`src/inc/hrr_pkg.sv`:
```
// Constants and types shared by the homing reference-run sequencer.
package hrr_pkg;

  // ----------------------------------------------------------------
  // Reference-run type numbers
  // ----------------------------------------------------------------
  localparam int          TYPE_W        = 6;
  localparam logic [5:0]  TYPE_NEG_LIM  = 6'h01; // Negative limit run.
  localparam logic [5:0]  TYPE_POS_LIM  = 6'h02; // Positive limit run.
  localparam logic [5:0]  TYPE_CAM_LO   = 6'h03; // First cam type.
  localparam logic [5:0]  TYPE_PLIM_LO  = 6'h07; // First pos-limit cam type.
  localparam logic [5:0]  TYPE_NLIM_LO  = 6'h0b; // First neg-limit cam type.
  localparam logic [5:0]  TYPE_BASE_HI  = 6'h0e; // Last base type.
  localparam logic [5:0]  TYPE_NOZP_LO  = 6'h11; // First edge-only type.
  localparam logic [5:0]  TYPE_NOZP_HI  = 6'h1e; // Last edge-only type.
  localparam logic [5:0]  TYPE_NOZP_OFS = 6'h10; // Edge-only to base.
  localparam logic [5:0]  TYPE_ZP_NEG   = 6'h21; // Pulse only, negative.
  localparam logic [5:0]  TYPE_ZP_POS   = 6'h22; // Pulse only, positive.
  localparam logic [5:0]  TYPE_ACTUAL   = 6'h23; // Actual position.

  // ----------------------------------------------------------------
  // Reset values
  // ----------------------------------------------------------------
  localparam logic        DIR_RST       = 1'h0;  // Negative at rest.

  // ----------------------------------------------------------------
  // Event conditions that end a phase
  // ----------------------------------------------------------------
  typedef enum logic [2:0] {
    EV_NONE  = 3'h0,  // Met at once.
    EV_CRISE = 3'h1,  // Cam becomes active.
    EV_CFALL = 3'h2,  // Cam becomes inactive.
    EV_CACT  = 3'h3,  // Cam is active.
    EV_CPASS = 3'h4,  // Cam passed: rise then fall.
    EV_LRISE = 3'h5,  // Home limit becomes active.
    EV_LFALL = 3'h6   // Home limit becomes inactive.
  } hrr_ev_t;

  // ----------------------------------------------------------------
  // Sequencer states
  // ----------------------------------------------------------------
  typedef enum logic [2:0] {
    ST_IDLE  = 3'h0,  // Waiting for a start.
    ST_REV   = 3'h1,  // Moving, waiting for the reversal event.
    ST_ARM   = 3'h2,  // Moving, waiting for the arming event.
    ST_ZERO  = 3'h3,  // Armed, waiting for the encoder zero pulse.
    ST_DONE  = 3'h4,  // Zero point latched.
    ST_FAULT = 3'h5   // Type has no defined behaviour.
  } hrr_state_t;

endpackage

```
`src/logic/hrr_homing.sv`:
```
// Homing reference-run sequencer for a position-controlled drive.
`timescale 1ns/10ps

module hrr_homing (
  // Clock and reset.
  input  wire logic        clk,
  input  wire logic        sys_rst,
  // Run request and chosen reference-run type.
  input  wire logic        homeStart,
  input  wire logic [5:0]  homeType,
  // Reference sources, active high.
  input  wire logic        limNeg,
  input  wire logic        limPos,
  input  wire logic        refCam,
  input  wire logic        zeroPulse,
  // Command to the velocity loop.
  output logic             moveEn_q,
  output logic             dirPos_q,
  // Status to the position logic.
  output logic             homeBusy_q,
  output logic             homeDone_q,
  output logic             zeroMark_q,
  output logic             posKeep_q,
  output logic             typeFault_q
);

  // ----------------------------------------------------------------
  // Phase plan functions
  // ----------------------------------------------------------------

  // Plan for a base type 1..14: {start dir, reversal, arming event}.
  // The cam level at start picks between the two documented paths.
  function automatic logic [6:0] planFor(input logic [5:0] b,
                                         input logic       cam);
    logic [6:0] p;
    p = {1'b0, hrr_pkg::EV_NONE, hrr_pkg::EV_NONE};
    case (b)
      6'h01: p = {1'b0, hrr_pkg::EV_LRISE, hrr_pkg::EV_LFALL};
      6'h02: p = {1'b1, hrr_pkg::EV_LRISE, hrr_pkg::EV_LFALL};
      6'h03: p = cam ? {1'b0, hrr_pkg::EV_NONE,  hrr_pkg::EV_CFALL}
                     : {1'b1, hrr_pkg::EV_CRISE, hrr_pkg::EV_CFALL};
      6'h04: p = cam ? {1'b0, hrr_pkg::EV_CFALL, hrr_pkg::EV_CRISE}
                     : {1'b1, hrr_pkg::EV_NONE,  hrr_pkg::EV_CRISE};
      6'h05: p = cam ? {1'b1, hrr_pkg::EV_NONE,  hrr_pkg::EV_CFALL}
                     : {1'b0, hrr_pkg::EV_CRISE, hrr_pkg::EV_CFALL};
      6'h06: p = cam ? {1'b1, hrr_pkg::EV_CFALL, hrr_pkg::EV_CRISE}
                     : {1'b0, hrr_pkg::EV_NONE,  hrr_pkg::EV_CRISE};
      6'h07: p = cam ? {1'b0, hrr_pkg::EV_NONE,  hrr_pkg::EV_CFALL}
                     : {1'b1, hrr_pkg::EV_CACT,  hrr_pkg::EV_CFALL};
      6'h08: p = cam ? {1'b0, hrr_pkg::EV_CFALL, hrr_pkg::EV_CRISE}
                     : {1'b1, hrr_pkg::EV_NONE,  hrr_pkg::EV_CACT};
      6'h09: p = cam ? {1'b1, hrr_pkg::EV_CFALL, hrr_pkg::EV_CRISE}
                     : {1'b1, hrr_pkg::EV_CPASS, hrr_pkg::EV_CRISE};
      6'h0a: p = cam ? {1'b1, hrr_pkg::EV_NONE,  hrr_pkg::EV_CRISE}
                     : {1'b1, hrr_pkg::EV_NONE,  hrr_pkg::EV_CPASS};
      6'h0b: p = cam ? {1'b1, hrr_pkg::EV_NONE,  hrr_pkg::EV_CFALL}
                     : {1'b0, hrr_pkg::EV_CACT,  hrr_pkg::EV_CFALL};
      6'h0c: p = cam ? {1'b1, hrr_pkg::EV_CFALL, hrr_pkg::EV_CRISE}
                     : {1'b0, hrr_pkg::EV_NONE,  hrr_pkg::EV_CACT};
      6'h0d: p = cam ? {1'b0, hrr_pkg::EV_CFALL, hrr_pkg::EV_CRISE}
                     : {1'b0, hrr_pkg::EV_CPASS, hrr_pkg::EV_CRISE};
      6'h0e: p = cam ? {1'b0, hrr_pkg::EV_NONE,  hrr_pkg::EV_CFALL}
                     : {1'b0, hrr_pkg::EV_NONE,  hrr_pkg::EV_CPASS};
      default: p = {1'b0, hrr_pkg::EV_NONE, hrr_pkg::EV_NONE};
    endcase
    return p;
  endfunction

  // Plan after the travel-side limit reversed a cam run:
  // {reversal, arming event}. Types 7..10 and 11..14 share it.
  function automatic logic [5:0] limPlan(input logic [5:0] b);
    logic [5:0] p;
    p = {hrr_pkg::EV_NONE, hrr_pkg::EV_NONE};
    case (b)
      6'h07, 6'h0b: p = {hrr_pkg::EV_NONE,  hrr_pkg::EV_CPASS};
      6'h08, 6'h0c: p = {hrr_pkg::EV_CPASS, hrr_pkg::EV_CRISE};
      6'h09, 6'h0d: p = {hrr_pkg::EV_NONE,  hrr_pkg::EV_CACT};
      6'h0a, 6'h0e: p = {hrr_pkg::EV_CACT,  hrr_pkg::EV_CFALL};
      default:      p = {hrr_pkg::EV_NONE,  hrr_pkg::EV_NONE};
    endcase
    return p;
  endfunction

  // True when the event asked for has been seen this cycle.
  function automatic logic evMet(input logic [2:0] ev,
                                 input logic       cRise,
                                 input logic       cFall,
                                 input logic       cLvl,
                                 input logic       passed,
                                 input logic       lRise,
                                 input logic       lFall);
    logic m;
    m = 1'b0;
    case (ev)
      hrr_pkg::EV_NONE:  m = 1'b1;
      hrr_pkg::EV_CRISE: m = cRise;
      hrr_pkg::EV_CFALL: m = cFall;
      hrr_pkg::EV_CACT:  m = cLvl;
      hrr_pkg::EV_CPASS: m = passed;
      hrr_pkg::EV_LRISE: m = lRise;
      hrr_pkg::EV_LFALL: m = lFall;
      default:           m = 1'b0;
    endcase
    return m;
  endfunction

  // ----------------------------------------------------------------
  // Input edge detection
  // ----------------------------------------------------------------
  logic       camPrev_q;    // Cam level one cycle ago.
  logic       limNegPrev_q; // Negative limit one cycle ago.
  logic       limPosPrev_q; // Positive limit one cycle ago.
  logic       zpPrev_q;     // Zero pulse one cycle ago.

  // All sources are sampled on clk; edges are against last cycle.
  always_ff @(posedge clk) begin
    if (sys_rst) begin
      camPrev_q    <= 1'b0;
      limNegPrev_q <= 1'b0;
      limPosPrev_q <= 1'b0;
      zpPrev_q     <= 1'b0;
    end else begin
      camPrev_q    <= refCam;
      limNegPrev_q <= limNeg;
      limPosPrev_q <= limPos;
      zpPrev_q     <= zeroPulse;
    end
  end

  logic camRise;      // Cam became active.
  logic camFall;      // Cam became inactive.
  logic zpRise;       // Leading edge of the encoder zero pulse.
  logic limNegRise;   // Negative limit became active.
  logic limNegFall;   // Negative limit became inactive.
  logic limPosRise;   // Positive limit became active.
  logic limPosFall;   // Positive limit became inactive.

  assign camRise    = refCam & ~camPrev_q;
  assign camFall    = ~refCam & camPrev_q;
  assign zpRise     = zeroPulse & ~zpPrev_q;
  assign limNegRise = limNeg & ~limNegPrev_q;
  assign limNegFall = ~limNeg & limNegPrev_q;
  assign limPosRise = limPos & ~limPosPrev_q;
  assign limPosFall = ~limPos & limPosPrev_q;

  // ----------------------------------------------------------------
  // Sequencer state
  // ----------------------------------------------------------------
  hrr_pkg::hrr_state_t state_q;   // Current phase.
  logic [5:0]          base_q;    // Base type 1..14 of the run.
  logic [2:0]          revEv_q;   // Event that reverses the drive.
  logic [2:0]          armEv_q;   // Event that arms the zero search.
  logic                noZp_q;    // Zero on the edge, not the pulse.
  logic                homeNeg_q; // Home limit is the negative one.
  logic                limUsed_q; // Travel limit already reversed us.
  logic                seenRise_q; // Cam rose during this phase.

  // Home limit edges, chosen once per run.
  logic homeLimRise;
  logic homeLimFall;
  assign homeLimRise = homeNeg_q ? limNegRise : limPosRise;
  assign homeLimFall = homeNeg_q ? limNegFall : limPosFall;

  // Cam passed: a falling edge after a rise in the same phase.
  logic camPassed;
  assign camPassed = seenRise_q & camFall;

  // Limit ahead of travel became active; only cam runs 7..14 use it.
  logic travLimHit;
  logic limRunType;
  assign travLimHit = dirPos_q ? limPosRise : limNegRise;
  assign limRunType = (base_q >= hrr_pkg::TYPE_PLIM_LO) &&
                      (base_q <= hrr_pkg::TYPE_BASE_HI);

  logic revMet;       // Reversal event seen.
  logic armMet;       // Arming event seen.
  assign revMet = evMet(revEv_q, camRise, camFall, refCam, camPassed,
                        homeLimRise, homeLimFall);
  assign armMet = evMet(armEv_q, camRise, camFall, refCam, camPassed,
                        homeLimRise, homeLimFall);

  // Type decode of the request.
  logic       isBase;   // Types 1..14.
  logic       isNoZp;   // Types 17..30.
  logic       isZpOnly; // Types 33, 34.
  logic [5:0] reqBase;  // Base type used for the plan.
  logic [6:0] reqPlan;  // Plan picked at start.
  logic [5:0] lPlan;    // Plan after a limit reversal.
  assign isBase   = (homeType >= hrr_pkg::TYPE_NEG_LIM) &&
                    (homeType <= hrr_pkg::TYPE_BASE_HI);
  assign isNoZp   = (homeType >= hrr_pkg::TYPE_NOZP_LO) &&
                    (homeType <= hrr_pkg::TYPE_NOZP_HI);
  assign isZpOnly = (homeType == hrr_pkg::TYPE_ZP_NEG) ||
                    (homeType == hrr_pkg::TYPE_ZP_POS);
  assign reqBase  = isNoZp ? homeType - hrr_pkg::TYPE_NOZP_OFS
                           : homeType;
  assign reqPlan  = planFor(reqBase, refCam);
  assign lPlan    = limPlan(base_q);

  // ----------------------------------------------------------------
  // Phase sequencing
  // ----------------------------------------------------------------
  // One process owns the phase and its plan so that a reversal and
  // a plan swap can never disagree in the same cycle.
  always_ff @(posedge clk) begin
    if (sys_rst) begin
      state_q    <= hrr_pkg::ST_IDLE;
      base_q     <= 6'h00;
      revEv_q    <= hrr_pkg::EV_NONE;
      armEv_q    <= hrr_pkg::EV_NONE;
      noZp_q     <= 1'b0;
      homeNeg_q  <= 1'b0;
      limUsed_q  <= 1'b0;
      seenRise_q <= 1'b0;
      dirPos_q   <= hrr_pkg::DIR_RST;
    end else begin
      case (state_q)
        // A start is only taken while not moving; repeat starts
        // after a finished or refused run are allowed.
        hrr_pkg::ST_IDLE, hrr_pkg::ST_DONE, hrr_pkg::ST_FAULT: begin
          if (homeStart) begin
            limUsed_q  <= 1'b0;
            seenRise_q <= 1'b0;
            noZp_q     <= isNoZp;
            base_q     <= reqBase;
            homeNeg_q  <= (reqBase == hrr_pkg::TYPE_NEG_LIM);
            if (isBase || isNoZp) begin
              dirPos_q <= reqPlan[6];
              revEv_q  <= reqPlan[5:3];
              armEv_q  <= reqPlan[2:0];
              state_q  <= hrr_pkg::ST_REV;
            end else if (isZpOnly) begin
              // Pulse-only runs just wait for the next pulse.
              dirPos_q <= (homeType == hrr_pkg::TYPE_ZP_POS);
              revEv_q  <= hrr_pkg::EV_NONE;
              armEv_q  <= hrr_pkg::EV_NONE;
              state_q  <= hrr_pkg::ST_ZERO;
            end else if (homeType == hrr_pkg::TYPE_ACTUAL) begin
              state_q  <= hrr_pkg::ST_DONE;
            end else begin
              state_q  <= hrr_pkg::ST_FAULT;
            end
          end
        end
        // Moving toward the first reversal point.
        hrr_pkg::ST_REV: begin
          if (limRunType && !limUsed_q && travLimHit) begin
            dirPos_q   <= ~dirPos_q;
            revEv_q    <= lPlan[5:3];
            armEv_q    <= lPlan[2:0];
            limUsed_q  <= 1'b1;
            seenRise_q <= 1'b0;
          end else if (revMet) begin
            if (revEv_q != hrr_pkg::EV_NONE) begin
              dirPos_q <= ~dirPos_q;
            end
            seenRise_q <= 1'b0;
            state_q    <= hrr_pkg::ST_ARM;
          end else if (camRise) begin
            seenRise_q <= 1'b1;
          end
        end
        // Moving until the edge that arms the zero search.
        hrr_pkg::ST_ARM: begin
          if (limRunType && !limUsed_q && travLimHit) begin
            dirPos_q   <= ~dirPos_q;
            revEv_q    <= lPlan[5:3];
            armEv_q    <= lPlan[2:0];
            limUsed_q  <= 1'b1;
            seenRise_q <= 1'b0;
            state_q    <= hrr_pkg::ST_REV;
          end else if (armMet) begin
            // Edge-only types latch on the edge itself.
            state_q <= noZp_q ? hrr_pkg::ST_DONE
                              : hrr_pkg::ST_ZERO;
          end else if (camRise) begin
            seenRise_q <= 1'b1;
          end
        end
        // A pulse coinciding with the arming edge is not taken;
        // the first pulse after it is.
        hrr_pkg::ST_ZERO: begin
          if (zpRise) begin
            state_q <= hrr_pkg::ST_DONE;
          end
        end
        default: state_q <= hrr_pkg::ST_IDLE;
      endcase
    end
  end

  // ----------------------------------------------------------------
  // Outputs
  // ----------------------------------------------------------------
  logic movingNow;   // Phase in which the drive must travel.
  logic latchNow;    // Zero point is latched this cycle.
  assign movingNow = (state_q == hrr_pkg::ST_REV) ||
                     (state_q == hrr_pkg::ST_ARM) ||
                     (state_q == hrr_pkg::ST_ZERO);
  assign latchNow  = (state_q != hrr_pkg::ST_DONE) &&
                     (state_q != hrr_pkg::ST_IDLE) &&
                     (state_q != hrr_pkg::ST_FAULT) &&
                     ((state_q == hrr_pkg::ST_ZERO && zpRise) ||
                      (state_q == hrr_pkg::ST_ARM && noZp_q &&
                       armMet && !(limRunType && !limUsed_q &&
                                   travLimHit)));

  // Status is registered one cycle after the phase so that every
  // output comes straight from a flip-flop.
  always_ff @(posedge clk) begin
    if (sys_rst) begin
      moveEn_q    <= 1'b0;
      homeBusy_q  <= 1'b0;
      homeDone_q  <= 1'b0;
      zeroMark_q  <= 1'b0;
      posKeep_q   <= 1'b0;
      typeFault_q <= 1'b0;
    end else begin
      moveEn_q   <= movingNow & ~latchNow;
      homeBusy_q <= movingNow & ~latchNow;
      zeroMark_q <= latchNow ||
                    (homeStart && !movingNow &&
                     homeType == hrr_pkg::TYPE_ACTUAL);
      if (homeStart && !movingNow) begin
        homeDone_q  <= (homeType == hrr_pkg::TYPE_ACTUAL);
        posKeep_q   <= (homeType == hrr_pkg::TYPE_ACTUAL);
        typeFault_q <= !(isBase || isNoZp || isZpOnly ||
                         homeType == hrr_pkg::TYPE_ACTUAL);
      end else if (latchNow) begin
        homeDone_q <= 1'b1;
      end
    end
  end

endmodule // hrr_homing

```
`config.mk`:
```
export PLATFORM = sky130hd
export DESIGN_NAME = hrr_homing
export DESIGN_NICKNAME = d
export VERILOG_FILES = /design/src/inc/hrr_pkg.sv /design/src/logic/hrr_homing.sv
export SDC_FILE = /design/constraint.sdc
export NUM_CORES = 1
export LEC_CHECK = 0
export BUFFER_PORTS_ARGS = -buffer_cell sky130_fd_sc_hd__buf_2
export CAP_MARGIN = 20
export CELL_PAD_IN_SITES_DETAIL_PLACEMENT = 0
export CELL_PAD_IN_SITES_GLOBAL_PLACEMENT = 1
export CORE_MARGIN = 2
export CORE_UTILIZATION = 25
export DETAILED_ROUTE_END_ITERATION = 7
export GPL_TIMING_DRIVEN = 0
export PLACE_DENSITY = 0.54
export SKIP_CTS_REPAIR_TIMING = 1
export SKIP_LAST_GASP = 1
export SLEW_MARGIN = 30
export SYNTH_ARGS = -nofsm -noshare
export SYNTH_HDL_FRONTEND = slang
export SYNTH_SLANG_ARGS = --single-unit
```
`constraint.sdc`:
```
create_clock -name clk -period 2.5 [get_ports clk]
set_input_delay 0.25 -clock clk [delete_from_list [all_inputs] [get_ports clk]]
set_output_delay 0.25 -clock clk [all_outputs]
set_load 0.01 [all_outputs]
```
==> results.txt <==
combinational power share: 42.9%
Power Dens Cells: 874 mW/mm^2
Worst Hold Launch: zeroPulse
met2 routed WL: 2.75 mm
crit path kind: flop to flop
share of layout cells above drive strength 1: 12.4%
DR DRC count: 0
vias in the first global route: 1,910
status: completed
Synth Area in Simple Gates: 25.7%
Total Wirelength: 6.10 mm
wire per inst: 15.1 um
Area Growth Syn to Fin: 13.2%
Rel. slew slack: 56.3%
chip height: 97.1 um
total power: 2.14 mW
die area: 0.00942 sq mm
core area: 0.00830 sq mm
Max rail drop VDD: 0.234 mV
Rows: 33
I/O pin count: 20
Post-synth EDFFs: 0
worst reg2reg startpoint: state_q[0]
crit path from: state_q[0]
NetSw: 883 uW
Min Hold Slack: 0.185 ns
clock-pin slew on the worst setup and hold paths: 0.07 ns
Sequential Power Share: 38.8%
ant diodes: 0
setup_tns: 0 ns
H-tree depth: 2
fmax: 462 MHz
final hold vios: 0
Synth Area in Adders: 4.04%
most frequent cells in the layout: 34 x dfxtp_1, 27 x nand2_1, 27 x o21ai_0
Synth Instances: 277
Initial Util: 26.1%
largest net degree at the start of global routing: 11
skew final: 0.00885 ns
CTS root buffer: clkbuf_8
dpl hpwl: 4.76 mm
Worst EP arrival: 2.37 ns
CP max FO: 7
Tcrit/Tclk final: 86.6%
Fillers: 922
Final #Nets: 319
clock latency on the worst-skew pair: 0.29 ns
ys async rst share: 0%
Post-synth top flop: dfxtp_1
Met1 Wirelength: 3.10 mm
Antenna Violating Nets Remaining: 0
Hold Crit Class: input pin to flop
Vias: 2,010
dpl cell area: 0.00238 sq mm
main combinational cell family by area after synthesis: compound AO/OA/AOI/OAI gates
Avg Cell Area, Syn: 7.82 sq um
number of unique standard cell types used by synthesis: 52
flop-to-flop setup slack: 0.33 ns
design area: 0.00245 sq mm
Util after Layout: 29.5%
antenna violations before repair: 0
GRT overflow: 0
#FFs+latches synth: 34
Max-cap violations: 0
Initial DRC Count: 98
highest routing layer actually used: met4
Total GRT Usage: 13.1%
Syn Std Cell Area: 0.00217 sq mm
register area share after synthesis: 31.4%
Pint: 1.26 mW
clock sinks: 34
CTS Buffer Depth: 2
first-pass GRT wire length: 9.96 mm
I/O Buffers: 16
final slew viol count: 0
startpoint types: flop
most common cell after layout, fill and taps aside: dfxtp_1
crit path capture type: flop
XOR/XNOR Fraction of Synth Area: 2.02%
GP Congestion: 0.767
mux cell area share after synthesis: 2.77%
Worst Path Required: 2.71 ns
First-pass DRT Iterations: 4
Die W: 97.1 um
RSZ-0062 raised after global routing: no
Worst Tran Pin Value: 0.650 ns
min Tclk post-route: 2.17 ns
syn nets: 297
Reg2Reg Depth: 7
clock share of power: 18.3%
Synth Area in Compound Gates: 28.1%
Final setup violation count: 0
DR vias/cell: 4.98
met3 routed WL: 150 um
Sw Share: 41.2%
CTS tree: built
P_leak: 1.01 nW
Synth warnings: 0
CTS buffer count: 5
## Yosys cell counts (3+ instances only)
library cell	n	area, sq um
a22oi_1	6	45.0
a31oi_1	3	18.8
nor3_1	8	40.0
a211o_1	3	26.3
buf_2	3	15.0
nand3b_1	3	22.5
clkbuf_1	9	33.8
inv_1	13	48.8
nor2_1	18	67.6
nand2_1	27	101
ha_1	7	87.6
o21ai_0	27	135
mux2i_1	6	60.1
dfxtp_1	34	681
and3_1	3	18.8
o22ai_1	3	18.8
a21oi_1	24	120
xor2_1	3	26.3
a211oi_1	3	22.5
nor2b_1	11	68.8
nand2b_1	10	62.6
nand3_1	4	20.0
and2_1	5	31.3
nor3b_1	3	22.5
## layout make-up
type / instances / area [sq um] / area share [%]
Tap cell: 105 / 131 / 5.36
Clock buffer: 5 / 68.8 / 2.81
Sequential cell: 34 / 681 / 27.8
Buffer: 14 / 75.1 / 3.06
Timing Repair Buffer: 16 / 80.1 / 3.27
Clock inverter: 2 / 10.0 / 0.408
Inverter: 13 / 48.8 / 1.99
Multi-Input combinational cell: 215 / 1360 / 55.4
## worst max-delay path, stage by stage, from the launching register on
cell and delay (ns):
dfxtp_1 0.47, nand2b_1 0.19, and2_1 0.26, nand2_1 0.21, nand2_1 0.10, a21oi_1 0.35
ha_1 0.31, nor3_1 0.19
## logic make-up (layout without fill, tap and decap cells)
group	after synthesis	after routing
simple gates	104	104
compound gates	93	93
flops	34	34
buf+inv	28	50
fa+ha+maj	7	7
mux	6	6
xor+xnor	5	5
## how the worst min path moves through the flow
stage                              end  slack (ns)  cells past startpoint
after floorplan           limNegPrev_q        0.38                      1
after global placement       limUsed_q        0.45                      2
after detailed placement     limUsed_q        0.45                      2
after CTS                     zpPrev_q        0.18                      2
after global routing          zpPrev_q        0.18                      2
final                         zpPrev_q        0.19                      2
## routing by layer
metal  vias to the layer above  track usage [%]
li1                       1046                -
met1                       930             18.4
met2                        28             20.1
met3                         6             2.45
met4                         0             4.44
met5                         -                0
## power groups by stage
stage | Combinational, mW | Sequential [mW] | Clock (mW)
5_1_grt | 1.03 | 0.854 | 0.428
3_3_place_gp | 0.938 | 0.829 | 0
3_5_place_dp | 0.938 | 0.826 | 0
4_1_cts | 0.943 | 0.815 | 0.403
2_1_floorplan | 0.696 | 0.797 | 0
6_report | 0.919 | 0.831 | 0.392
## per-stage QoR
step | setup WS, ns | instances
after CTS | 0.201 | 405
after global placement | 0.180 | 398
after detailed placement | 0.180 | 398
after global routing | 0.104 | 404
after floorplan | 0.544 | 277
final | 0.334 | 404
Power figures use the tool's default switching activity.
